==> src/hdl/swm_defines.vh <==
`ifndef SWM_DEFINES_VH
`define SWM_DEFINES_VH

// ----------------------------------------------------------------
// Register indices; byte address is four times the index.
// ----------------------------------------------------------------
`define SWM_IDX_CONTROL 8'h0D
`define SWM_IDX_STATUS 8'h0E
`define SWM_IDX_PINS 8'h10
`define SWM_IDX_W 8

// ----------------------------------------------------------------
// Control register fields.
// ----------------------------------------------------------------
`define SWM_CTL_SIE 7
`define SWM_CTL_OIE 6
`define SWM_CTL_WM_HI 5
`define SWM_CTL_WM_LO 4
`define SWM_CTL_CS_HI 3
`define SWM_CTL_CS_LO 2
`define SWM_CTL_CLK 1
`define SWM_CTL_TC 0
`define SWM_CTL_RESET 8'h00

// ----------------------------------------------------------------
// Status register fields.
// ----------------------------------------------------------------
`define SWM_STA_SIF 7
`define SWM_STA_OIF 6
`define SWM_STA_CNT_HI 3
`define SWM_STA_CNT_LO 0
`define SWM_STA_RESET 8'h00

// ----------------------------------------------------------------
// Pin register fields: port bits, direction bits, global enable.
// ----------------------------------------------------------------
`define SWM_PIN_PORT_LO 0
`define SWM_PIN_DIR_LO 4
`define SWM_PIN_GIE 7
`define SWM_PIN_RESET 8'h00

// ----------------------------------------------------------------
// Wire modes and pin positions.
// ----------------------------------------------------------------
`define SWM_WM_OFF 2'b00
`define SWM_WM_THREE 2'b01
`define SWM_WM_TWO_HOLD 2'b11
`define SWM_PIN_DO 0
`define SWM_PIN_SDA 1
`define SWM_PIN_SCL 2
`define SWM_CNT_RESET 4'h0

`endif

==> src/hdl/swm_sync.v <==
`timescale 1ns/100ps
module swm_sync (
    input wire pclk,
    input wire presetn,
    input wire pin_raw,
    output reg level_r
);
reg s1_r;
reg s2_r;
reg s3_r;

// ----------------------------------------------------------------
// Three stages; a change counts once the last two agree.
// ----------------------------------------------------------------
always @(posedge pclk or negedge presetn) begin
    if (!presetn) begin
        s1_r <= 1'b1;
        s2_r <= 1'b1;
        s3_r <= 1'b1;
        level_r <= 1'b1;
    end else begin
        s1_r <= pin_raw;
        s2_r <= s1_r;
        s3_r <= s2_r;
        if (s2_r == s3_r) begin
            level_r <= s3_r;
        end
    end
end
endmodule // swm_sync

==> src/hdl/swm_counter.v <==
`timescale 1ns/100ps
`include "swm_defines.vh"
module swm_counter #(
    parameter WIDTH = 4
) (
    input wire pclk,
    input wire presetn,
    input wire inc,
    input wire load,
    input wire [WIDTH-1:0] load_val,
    output reg [WIDTH-1:0] count_r,
    output wire wrap
);
// A write from software wins over a clock in the same cycle.
assign wrap = inc && !load && (&count_r);

always @(posedge pclk or negedge presetn) begin
    if (!presetn) begin
        count_r <= {WIDTH{1'b0}};
    end else if (load) begin
        count_r <= load_val;
    end else if (inc) begin
        count_r <= count_r + {{(WIDTH-1){1'b0}}, 1'b1};
    end
end
endmodule // swm_counter

==> src/hdl/swm_ctrl.v <==
// Notes on behaviour
// - Counter advances once per selected clock event.
// - External source plus select: toggle writes clock.
// - External clock drives counter with outputs off.
// - Control register layout, strobes write-only, reset zero.
// - Start enable lets start flag request interrupt.
// - Overflow enable lets overflow flag request interrupt.
// - Pending flag requests immediately once enabled.
// - Wire mode changes outputs only, inputs unchanged.
// - Mode zero: outputs and hold off; external SCL edges still set start flag.
// - Three-wire: data bit replaces port output value.
// - Three-wire: input and clock pins act normally.
// - Two-wire: open-collector lines enabled by direction.
// - SCL pulled low if port zero or held.
// - Start detection holds SCL until flag cleared.
// - Mode three also holds SCL after overflow.
// - Clock source set by select field and strobe.
// - Start flag clears only on written one.
// - Overflow flag sets when counter wraps to zero.
// - Overflow flag clear also releases overflow hold.
// - Select cleared: strobe clocks shift and counter.
`timescale 1ns/100ps
`include "swm_defines.vh"
module swm_ctrl #(
    parameter CNT_W = 4
) (
    input wire pclk,
    input wire presetn,
    input wire psel,
    input wire penable,
    input wire pwrite,
    input wire [31:0] paddr,
    input wire [31:0] pwdata,
    input wire [3:0] pstrb,
    output wire pready,
    output wire pslverr,
    output reg [31:0] prdata,
    input wire [2:0] pin_in,
    output reg [2:0] pin_out,
    output reg [2:0] pin_oe_n,
    output reg [2:0] pin_pullup,
    input wire data_msb,
    input wire timer_match,
    input wire start_detect,
    output reg shift_clk,
    output reg start_irq,
    output reg overflow_irq,
    output wire sda_level,
    output wire scl_level
);

// ----------------------------------------------------------------
// Register state.
// ----------------------------------------------------------------
reg start_ie_r;
reg ovf_ie_r;
reg [1:0] wire_mode_r;
reg [1:0] clk_src_r;
reg clk_sel_r;
reg start_flag_r;
reg ovf_flag_r;
reg [2:0] port_r;
reg [2:0] dir_r;
reg gie_r;
reg scl_prev_r;
wire [CNT_W-1:0] count;
wire cnt_wrap;

// ----------------------------------------------------------------
// Register select codes.
// ----------------------------------------------------------------
localparam [1:0] SEL_NONE = 2'd0;
localparam [1:0] SEL_CTL = 2'd1;
localparam [1:0] SEL_STA = 2'd2;
localparam [1:0] SEL_PIN = 2'd3;

// ----------------------------------------------------------------
// APB decode.
// ----------------------------------------------------------------
function [1:0] reg_sel;
    input [31:0] addr;
    begin
        if (addr[1:0] != 2'b00) begin
            reg_sel = SEL_NONE;
        end else if (addr[31:2] == {22'h0, `SWM_IDX_CONTROL}) begin
            reg_sel = SEL_CTL;
        end else if (addr[31:2] == {22'h0, `SWM_IDX_STATUS}) begin
            reg_sel = SEL_STA;
        end else if (addr[31:2] == {22'h0, `SWM_IDX_PINS}) begin
            reg_sel = SEL_PIN;
        end else begin
            reg_sel = SEL_NONE;
        end
    end
endfunction

wire [1:0] sel = reg_sel(paddr);
wire access = psel && penable;
wire wr_low = access && pwrite && pstrb[0];
wire wr_ctl = wr_low && (sel == SEL_CTL);
wire wr_sta = wr_low && (sel == SEL_STA);
wire wr_pin = wr_low && (sel == SEL_PIN);

// Zero wait states keep software strobes aligned to one bus cycle.
assign pready = 1'b1;
assign pslverr = access && (sel == SEL_NONE);

// ----------------------------------------------------------------
// Input synchronisers.
// ----------------------------------------------------------------
swm_sync u_sync_sda (
    .pclk(pclk),
    .presetn(presetn),
    .pin_raw(pin_in[`SWM_PIN_SDA]),
    .level_r(sda_level)
);

swm_sync u_sync_scl (
    .pclk(pclk),
    .presetn(presetn),
    .pin_raw(pin_in[`SWM_PIN_SCL]),
    .level_r(scl_level)
);

// Edges are taken from the synchronised level in every wire mode.
wire scl_rise = scl_level && !scl_prev_r;
wire scl_fall = !scl_level && scl_prev_r;
wire scl_edge = scl_rise || scl_fall;

// ----------------------------------------------------------------
// Clock source selection.
// ----------------------------------------------------------------
wire soft_strobe = wr_ctl && pwdata[`SWM_CTL_CLK];
wire tog_strobe = wr_ctl && pwdata[`SWM_CTL_TC];
wire ext_src = clk_src_r[1];

// Select and toggle written together clock at once, so a master's first
// toggle is not lost.
wire tog_sel = wr_ctl ? pwdata[`SWM_CTL_CLK] : clk_sel_r;
reg cnt_clk;
reg shift_clk_nxt;

always @* begin
    cnt_clk = 1'b0;
    shift_clk_nxt = 1'b0;
    case (clk_src_r)
    2'b00: begin
        cnt_clk = soft_strobe;
        shift_clk_nxt = soft_strobe;
    end
    2'b01: begin
        cnt_clk = timer_match;
        shift_clk_nxt = timer_match;
    end
    2'b10: begin
        shift_clk_nxt = scl_rise;
        cnt_clk = tog_sel ? tog_strobe : scl_edge;
    end
    2'b11: begin
        shift_clk_nxt = scl_fall;
        cnt_clk = tog_sel ? tog_strobe : scl_edge;
    end
    default: begin
        cnt_clk = 1'b0;
        shift_clk_nxt = 1'b0;
    end
    endcase
end

// ----------------------------------------------------------------
// Transfer counter.
// ----------------------------------------------------------------
swm_counter #(
    .WIDTH(CNT_W)
) u_counter (
    .pclk(pclk),
    .presetn(presetn),
    .inc(cnt_clk),
    .load(wr_sta),
    .load_val(pwdata[CNT_W-1:0]),
    .count_r(count),
    .wrap(cnt_wrap)
);

// ----------------------------------------------------------------
// Flags.
// ----------------------------------------------------------------
wire two_wire = wire_mode_r[1];
wire edge_start = !two_wire && ext_src && !clk_sel_r && scl_edge;
wire start_set = (two_wire && start_detect) || edge_start;
// Only a written one clears a flag; a zero leaves it pending.
wire start_clr = wr_sta && pwdata[`SWM_STA_SIF];
wire ovf_clr = wr_sta && pwdata[`SWM_STA_OIF];

always @(posedge pclk or negedge presetn) begin
    if (!presetn) begin
        start_flag_r <= 1'b0;
        ovf_flag_r <= 1'b0;
        scl_prev_r <= 1'b1;
        shift_clk <= 1'b0;
    end else begin
        scl_prev_r <= scl_level;
        shift_clk <= shift_clk_nxt;
        // A new start event in the clearing cycle keeps the start flag set; a status write blocks a wrap.
        if (start_set) begin
            start_flag_r <= 1'b1;
        end else if (start_clr) begin
            start_flag_r <= 1'b0;
        end
        if (cnt_wrap) begin
            ovf_flag_r <= 1'b1;
        end else if (ovf_clr) begin
            ovf_flag_r <= 1'b0;
        end
    end
end

// ----------------------------------------------------------------
// Control and pin registers.
// ----------------------------------------------------------------
always @(posedge pclk or negedge presetn) begin
    if (!presetn) begin
        start_ie_r <= 1'b0;
        ovf_ie_r <= 1'b0;
        wire_mode_r <= 2'b00;
        clk_src_r <= 2'b00;
        clk_sel_r <= 1'b0;
        port_r <= 3'h0;
        dir_r <= 3'h0;
        gie_r <= 1'b0;
    end else begin
        if (wr_ctl) begin
            start_ie_r <= pwdata[`SWM_CTL_SIE];
            ovf_ie_r <= pwdata[`SWM_CTL_OIE];
            wire_mode_r <= pwdata[`SWM_CTL_WM_HI:`SWM_CTL_WM_LO];
            clk_src_r <= pwdata[`SWM_CTL_CS_HI:`SWM_CTL_CS_LO];
            clk_sel_r <= pwdata[`SWM_CTL_CLK];
        end
        if (wr_pin) begin
            port_r <= pwdata[`SWM_PIN_PORT_LO+2:`SWM_PIN_PORT_LO];
            dir_r <= pwdata[`SWM_PIN_DIR_LO+2:`SWM_PIN_DIR_LO];
            gie_r <= pwdata[`SWM_PIN_GIE];
        end else if (tog_strobe) begin
            // Toggling ignores direction, as a master clock source.
            port_r[`SWM_PIN_SCL] <= ~port_r[`SWM_PIN_SCL];
        end
    end
end

// ----------------------------------------------------------------
// Read data, captured in the setup cycle.
// ----------------------------------------------------------------
reg [7:0] rd_byte;

always @* begin
    case (sel)
    SEL_CTL: rd_byte = {start_ie_r, ovf_ie_r, wire_mode_r, clk_src_r,
                        2'b00};
    SEL_STA: rd_byte = {start_flag_r, ovf_flag_r, 2'b00, count};
    SEL_PIN: rd_byte = {gie_r, dir_r, 1'b0, port_r};
    default: rd_byte = 8'h00;
    endcase
end

always @(posedge pclk or negedge presetn) begin
    if (!presetn) begin
        prdata <= 32'h0000_0000;
    end else if (psel && !penable && !pwrite) begin
        prdata <= {24'h00_0000, rd_byte};
    end
end

// ----------------------------------------------------------------
// Interrupt requests: plain level of flag, enable and global enable.
// ----------------------------------------------------------------
always @(posedge pclk or negedge presetn) begin
    if (!presetn) begin
        start_irq <= 1'b0;
        overflow_irq <= 1'b0;
    end else begin
        start_irq <= start_flag_r && start_ie_r && gie_r;
        overflow_irq <= ovf_flag_r && ovf_ie_r && gie_r;
    end
end

// ----------------------------------------------------------------
// Pin drivers.
// ----------------------------------------------------------------
wire start_hold = two_wire && start_flag_r;
wire ovf_hold = (wire_mode_r == `SWM_WM_TWO_HOLD) && ovf_flag_r;
reg [2:0] out_nxt;
reg [2:0] oe_n_nxt;
reg [2:0] pu_nxt;
integer i;

always @* begin
    // General purpose behaviour is the base for every pin.
    for (i = 0; i < 3; i = i + 1) begin
        out_nxt[i] = port_r[i];
        oe_n_nxt[i] = ~dir_r[i];
        pu_nxt[i] = ~dir_r[i] & port_r[i];
    end
    case (wire_mode_r)
    `SWM_WM_OFF: begin
        out_nxt = port_r;
    end
    `SWM_WM_THREE: begin
        out_nxt[`SWM_PIN_DO] = data_msb;
    end
    default: begin
        // Open collector: drive only a low, release otherwise.
        out_nxt[`SWM_PIN_SDA] = 1'b0;
        out_nxt[`SWM_PIN_SCL] = 1'b0;
        oe_n_nxt[`SWM_PIN_SDA] = ~(dir_r[`SWM_PIN_SDA] &
            (~data_msb | ~port_r[`SWM_PIN_SDA]));
        oe_n_nxt[`SWM_PIN_SCL] = ~(dir_r[`SWM_PIN_SCL] &
            (~port_r[`SWM_PIN_SCL] | start_hold |
             ovf_hold));
        pu_nxt[`SWM_PIN_SDA] = 1'b0;
        pu_nxt[`SWM_PIN_SCL] = 1'b0;
    end
    endcase
end

always @(posedge pclk or negedge presetn) begin
    if (!presetn) begin
        // Every line starts released with its pull-up off.
        pin_out <= 3'h0;
        pin_oe_n <= 3'h7;
        pin_pullup <= 3'h0;
    end else begin
        pin_out <= out_nxt;
        pin_oe_n <= oe_n_nxt;
        pin_pullup <= pu_nxt;
    end
end

endmodule // swm_ctrl

==> config.mk <==
export PLATFORM = sky130hd
export DESIGN_NAME = swm_ctrl
export DESIGN_NICKNAME = d
export VERILOG_FILES = /design/src/hdl/swm_sync.v /design/src/hdl/swm_counter.v /design/src/hdl/swm_ctrl.v
export VERILOG_INCLUDE_DIRS = /design/src /design/src/hdl
export SDC_FILE = /design/constraint.sdc
export NUM_CORES = 1
export LEC_CHECK = 0
export BUFFER_PORTS_ARGS = -buffer_cell sky130_fd_sc_hd__buf_4
export CAP_MARGIN = 20
export CORE_MARGIN = 2
export CORE_UTILIZATION = 40
export DETAILED_ROUTE_END_ITERATION = 6
export GPL_TIMING_DRIVEN = 0
export PLACE_DENSITY = 0.75
export RECOVER_POWER = 100
export SKIP_LAST_GASP = 1
export SLEW_MARGIN = 20
export SYNTH_ARGS = -nofsm -noshare
export SYNTH_HDL_FRONTEND = slang
export SYNTH_SLANG_ARGS = --single-unit
==> constraint.sdc <==
create_clock -name pclk -period 1.9 [get_ports pclk]
set_clock_uncertainty 0.1 [all_clocks]
set_input_delay 0 -clock pclk [delete_from_list [all_inputs] [get_ports pclk]]
set_output_delay 0 -clock pclk [all_outputs]
set_load 0.02 [all_outputs]
==> impl_metrics.py, run 1 <==
metrics = {
    "final_layout": {
        "final_cells": 420,
        "syn2layout_area_growth_pct": 38.6,
        "fillers": 533,
        "final_cell_area_mm2": 0.00335,
        "final_nets": 426,
        "drive_above_1_share": 0.342,
        "n_antenna_cell": 0,
        "utilization": 0.570,
    },
    "sta": {
        "relSlewSlack": 0.221,
        "fmax_mhz": 472,
        "period_share": 1.12,
        "setup_viol": 5,
        "slew_violations": 0,
        "tightestPinTransition_ps": 1170,
        "setup_ws_ps": -219,
        "fin_setup_tns_ps": -1030,
        "period_needed_ps": 2120,
        "finalHoldViolations": 0,
        "rsz0062_at_grt": "yes",
    },
    "placed_design": {
        "dpl.cell_count": 393,
        "portBuffers": 73,
        "place_ws_ps": -297,
        "dp_hpwl_um": 3960,
        "placed_area_mm2": 0.00315,
        "place.gp.congestion": 0.894,
    },
    "die": {
        "fp.dieW_um": 81.8,
        "dieArea_mm2": 0.00669,
        "core.rowCount": 28,
        "ios": 127,
        "core_mm2": 0.00589,
        "start_util": 0.411,
        "die_h_um": 81.8,
    },
    "synth": {
        "syn_area_mm2": 0.00242,
        "yosysMostFrequentCell": "dfrtp_1",
        "synth_area_leaders": "dfrtp_1, dfstp_2, buf_4",
        "synth_edf_count": 0,
        "avgSynthCellArea_um2": 10.9,
        "syn_inst": 222,
        "ys.flop_type": "dfrtp_1",
        "synth-seq-cells": 49,
        "ys_types": 46,
        "synth_top_area_share": 0.382,
        "yosys_warnings": 0,
        "synth_largest_area_cell": "dfrtp_1",
        "yosys-top-cells-count": "dfrtp_1, buf_4, nand2_1",
        "synth-seq-area-share": 0.513,
        "async_flop_share": 1.00,
    },
    "cts": {
        "clock_latency_ps": 290,
        "htreeDepth": 2,
        "cts_root_buf": "clkbuf_8",
        "clk_pin_slew_ps": 90,
        "cts_made_buffers": 5,
        "cts_tree": "yes",
        "cts.sinks": 49,
        "clockBufferDepth": 2,
    },
    "flow_run": {
        "maxCapViolations": 0,
    },
    "worst_setup_path": {
        "crit_path_end_kind": "flip-flop",
        "crit_type": "flip-flop to flip-flop",
        "path_buf_inv": 1,
        "critical_path_arrival_ps": 2200,
        "cpPeakStageDelay_ps": 550,
        "crit_fanout": 3,
        "slowest_stage": "dfstp_2",
        "crit_required_ps": 1980,
        "start_kind": "flip-flop",
        "path_delay_family": "compound AO/OA/AOI/OAI gates",
        "path_cells": "inv_2 -> ha_4 -> nand2_2 -> a21o_1 -> a2111o_1 -> o21ai_4 -> mux2i_1 -> a21oi_1",
    },
    "global_routing": {
        "grt_pass1_vias": 1860,
        "grt_pass1_wl_um": 8310,
        "gr-total-overflow": 0,
        "antenna_found_initial": 0,
        "grt_max_degree": 50,
        "grt_use_total": 0.166,
    },
    "outcome": {
        "status": "finished, violations left",
        "violations": "setup timing",
    },
    "power": {
        "power_frac_comb": 0.143,
        "p_per_area_mw_per_mm2": 583,
        "ir_worst_vdd_v": 0.000296,
        "swShare": 0.246,
        "p_clk_frac": 0.308,
        "p_leak_nw": 1.64,
        "p_seq_frac": 0.549,
        "switchingPower_uw": 481,
        "p_int_mw": 1.47,
    },
    "detailed_routing": {
        "ant_nets": 0,
        "first_pass_iters": 4,
        "drt_iter0_markers": 87,
        "drc": 0,
        "vias_per_cell": 4.72,
        "routed_wl_um": 5330,
        "wl_per_cell_um": 12.7,
        "vias": 1981,
    },
    "worst_hold_path": {
        "hold_class": "input port to flip-flop",
    },
}
power by group through the flow:
| stage | sequential, mW | combinational [mW] | clock [mW] |
|---|---|---|---|
| 2_1_floorplan | 1.10 | 0.111 | 0 |
| 3_3_place_gp | 1.09 | 0.239 | 0 |
| 3_5_place_dp | 1.09 | 0.243 | 0 |
| 4_1_cts | 1.07 | 0.279 | 0.621 |
| 5_1_grt | 1.07 | 0.309 | 0.670 |
| 6_report | 1.07 | 0.280 | 0.602 |
placed cells by master (no fill, tap or decap), types with 7 or more instances in the layout:
cell type and instances:
buf_4 73, dfrtp_1 37, dlygate4sd3_1 16, o21ai_0 9, conb_1 25, clkbuf_1 27
nand2_1 22, dfstp_2 11, a21oi_1 11, nor4_1 7, mux2i_1 7, nor2_1 13
mux2_2 8
kinds of logic (layout without fill, tap and decap cells):
family,count (synthesis),after routing,share of synthesized area
AND/OR/NAND/NOR,77,77,0.176
flip-flops,49,49,0.513
buffers and inverters,34,134,0.0951
AO/OA/AOI/OAI,30,30,0.0765
multiplexers,21,21,0.0987
adder cells (fa/ha/maj),5,5,0.0238
XOR/XNOR,4,4,0.0145
other,2,25,0.00310
final timing paths:
check | cells past startpoint | slack [ps] | startpoint | endpoint
hold reg to reg | 0 | 260 | u_sync_sda.s1_r | u_sync_sda.s2_r
setup reg to reg | 8 | -220 | u_sync_scl.level_r | u_counter.count_r[1]
setup / recovery | 8 | -220 | u_sync_scl.level_r | u_counter.count_r[1]
max in group asynchronous | 2 | 620 | presetn | shift_clk
min in group asynchronous | 2 | 360 | presetn | prdata[7]
hold / removal | 4 | 50 | psel | prdata[1]
area by class of cell:
cell class,count,area [um2],share of cell area
timing repair buffer,92,638,0.190
sequential,49,1240,0.370
tap,75,93.8,0.0280
clock inverter,2,15.0,0.00448
multi-input combinational,162,1060,0.317
inverter,5,18.8,0.00559
buffer,29,211,0.0630
clock buffer,6,72.6,0.0216
metal layers:
metal	global-route usage	wire, um	vias up
met3	0.0396	315	7
li1	-	-	968
met5	0	0	-
met2	0.293	2710	65
met4	0.0500	68	0
met1	0.200	2230	941
per-stage QoR:
step / hold WS [ps] / total power [mW]
6_report: 51.2 / 1.95
5_1_grt: 80.0 / 2.05
4_1_cts: 45.4 / 1.97
3_5_place_dp: -50.5 / 1.34
3_3_place_gp: -58.0 / 1.33
2_1_floorplan: -396 / 1.21
what timing repair did:
action                                  CTS  global route
pin swaps                                 6             4
buffers inserted                          2             1
resized for setup                         4             1
hold buffers                             16             0
endpoints found under the hold margin    76             0
endpoints found under the setup margin    5            12
registers in the layout, indices dropped and copies added, names as in the netlist, 2 cells and up:
register,cells
clk_src_r,2
dir_r,3
prdata,8
port_r,3
pin_out,3
wire_mode_r,2
pin_oe_n,3
u_counter.count_r,4
pin_pullup,3
worst min-delay path, stage by stage:
cell and delay [ps]:
buf_4 120, nor3b_1 160, nand2_1 70, o21ai_0 70
No activity file was read; power rests on OpenSTA's default activity.
==> run 2, diff against run 1 <==
--- a/config.mk
+++ b/config.mk
@@ -10,6 +10,7 @@
 export CAP_MARGIN = 20
 export CORE_MARGIN = 2
 export CORE_UTILIZATION = 40
+export CTS_BUF_LIST = sky130_fd_sc_hd__clkbuf_16
 export DETAILED_ROUTE_END_ITERATION = 6
 export GPL_TIMING_DRIVEN = 0
 export PLACE_DENSITY = 0.75
==> impl_metrics.py, run 2 (synthesis gave the netlist of run 1 again) <==
metrics = {
    "worst_setup_path": {
        "slowest_stage": "dfstp_2",
        "reg2regPathDepth": 8,
        "path_cells": "inv_2 -> ha_4 -> nand2_2 -> a21o_1 -> a2111o_1 -> o21ai_4 -> mux2i_1 -> a21oi_1",
        "r2r-end": "u_counter.count_r[1]",
        "r2r_slack_ps": -230,
        "critical_path_arrival_ps": 2190,
        "crit_path_end_kind": "flip-flop",
        "crit_type": "flip-flop to flip-flop",
        "cpPeakStageDelay_ps": 540,
        "crit_required_ps": 1960,
        "crit_end": "u_counter.count_r[1]",
        "startpoint": "u_sync_scl.level_r",
        "timing.rr.start": "u_sync_scl.level_r",
        "start_kind": "flip-flop",
        "crit_fanout": 3,
    },
    "sta": {
        "fmax_mhz": 470,
        "slew_violations": 0,
        "period_needed_ps": 2130,
        "setup_ws_ps": -227,
        "rsz0062_at_grt": "yes",
        "tightestPinTransition_ps": 1170,
        "finalHoldViolations": 0,
        "period_share": 1.12,
        "setup_viol": 12,
        "relSlewSlack": 0.218,
    },
    "final_layout": {
        "final_nets": 426,
        "fillers": 528,
        "multi_input_area_mm2": 0.00106,
        "n_antenna_cell": 0,
        "largest_reg_flops": 8,
        "final_common_cell": "buf_4",
        "drive_above_1_share": 0.342,
        "layout_common_cells": "buf_4, dfrtp_1, clkbuf_1, conb_1, nand2_1",
        "final-seq-area_mm2": 0.00124,
        "reg.largest.list": "prdata: 8 flops, u_counter.count_r: 4 flops",
        "syn2layout_area_growth_pct": 40.9,
        "largest_register": "prdata",
    },
    "outcome": {
        "status": "finished, violations left",
        "violations": "setup timing",
    },
    "global_routing": {
        "grt_pass1_wl_um": 8360,
        "grt_use_total": 0.167,
        "grt_pass1_vias": 1865,
        "grt_max_degree": 50,
        "gr-total-overflow": 0,
        "antenna_found_initial": 0,
    },
    "detailed_routing": {
        "first_pass_iters": 4,
        "vias": 1992,
        "drt_iter0_markers": 84,
        "routed_wl_um": 5340,
        "drc": 0,
        "vias_per_cell": 4.74,
        "wl_per_cell_um": 12.7,
        "ant_nets": 0,
    },
    "placed_design": {
        "place_ws_ps": -297,
        "place.gp.congestion": 0.894,
        "dp_hpwl_um": 3960,
        "portBuffers": 73,
    },
    "die": {
        "fp.dieW_um": 81.8,
        "start_util": 0.411,
        "ios": 127,
        "die_h_um": 81.8,
        "core.rowCount": 28,
        "core_mm2": 0.00589,
        "dieArea_mm2": 0.00669,
    },
    "cts": {
        "clockBufferDepth": 2,
        "clock_latency_ps": 280,
        "cts_made_buffers": 5,
        "cts.sinks": 49,
        "htreeDepth": 2,
        "cts_root_buf": "clkbuf_16",
        "cts_tree": "yes",
        "clk_pin_slew_ps": 60,
    },
    "power": {
        "ir_worst_vdd_v": 0.000332,
        "p_leak_nw": 1.67,
        "p_per_area_mw_per_mm2": 646,
        "power_mw": 2.20,
    },
    "worst_hold_path": {
        "hold_class": "input port to flip-flop",
        "min_path_cells": 4,
    },
    "flow_run": {
        "maxCapViolations": 0,
    },
}
run 2: cell types whose count changed in the layout (fill, tap and decap cells not counted):
cell       previous run  this run
clkbuf_1             27        26
clkbuf_16             0         5
clkbuf_8              5         0
inv_1                 4         5
run 2: per-stage QoR:
| step | utilization | TNS [ps] | instances | instance area, um2 | hold WS [ps] |
|---|---|---|---|---|---|
| floorplan | - | -892 | 245 | 2510 | -396 |
| global placement | 0.535 | -1380 | 393 | 3150 | -58.0 |
| detailed placement | 0.535 | -2750 | 393 | 3150 | -50.5 |
| CTS | 0.594 | -1240 | 419 | 3490 | 66.8 |
| global route | 0.580 | -2190 | 420 | 3410 | 108 |
| finish | 0.580 | -1170 | 420 | 3410 | 74.8 |
run 2: critical path, delay by kind of cell, from the launching register on:
| kind | cells | cell delay (ps) |
|---|---|---|
| AO/OA/AOI/OAI | 4 | 800 |
| adder cells (fa/ha/maj) | 1 | 260 |
| buffers and inverters | 1 | 40 |
| flip-flops | 1 | 540 |
| multiplexers | 1 | 220 |
| AND/OR/NAND/NOR | 1 | 40 |
run 2: report_power, final:
part / switching (mW) / leakage (nW) / internal [mW] / total [mW]
registers: 0.00751 / 0.632 / 1.07 / 1.07
clock network: 0.365 / 0.0672 / 0.482 / 0.848
logic: 0.132 / 0.971 / 0.149 / 0.280
total: 0.505 / 1.67 / 1.70 / 2.20
run 2: layer usage:
metal	vias to the layer above	part of all wire	track usage
met3	6	0.055	0.0363
met2	64	0.51	0.291
met1	949	0.42	0.203
met4	0	0.013	0.0600
li1	973	-	-
met5	-	0	0
run 2: worst min-delay path by stage:
| stage | startpoint | to |
|---|---|---|
| after floorplan | presetn | clk_sel_r |
| after global placement | presetn | prdata[6] |
| after detailed placement | presetn | prdata[6] |
| after CTS | psel | prdata[1] |
| after global routing | psel | prdata[0] |
| final | psel | prdata[1] |
run 2: cell type report:
| cell class | instances | area share |
|---|---|---|
| Buffer | 29 | 0.0620 |
| Clock buffer | 5 | 0.0367 |
| Clock inverter | 3 | 0.00550 |
| Inverter | 5 | 0.00550 |
| Multi-Input combinational cell | 162 | 0.312 |
| Sequential cell | 49 | 0.364 |
| Tap cell | 75 | 0.0275 |
| Timing Repair Buffer | 92 | 0.187 |
run 2: timing repair:
item	4_1_cts	5_1_grt
cloned	0	0
hold buffers	16	0
setup endpoints to repair	5	13
endpoints found under the hold margin	65	0
buffers inserted	2	1
pin swaps	7	5
resized for setup	4	1
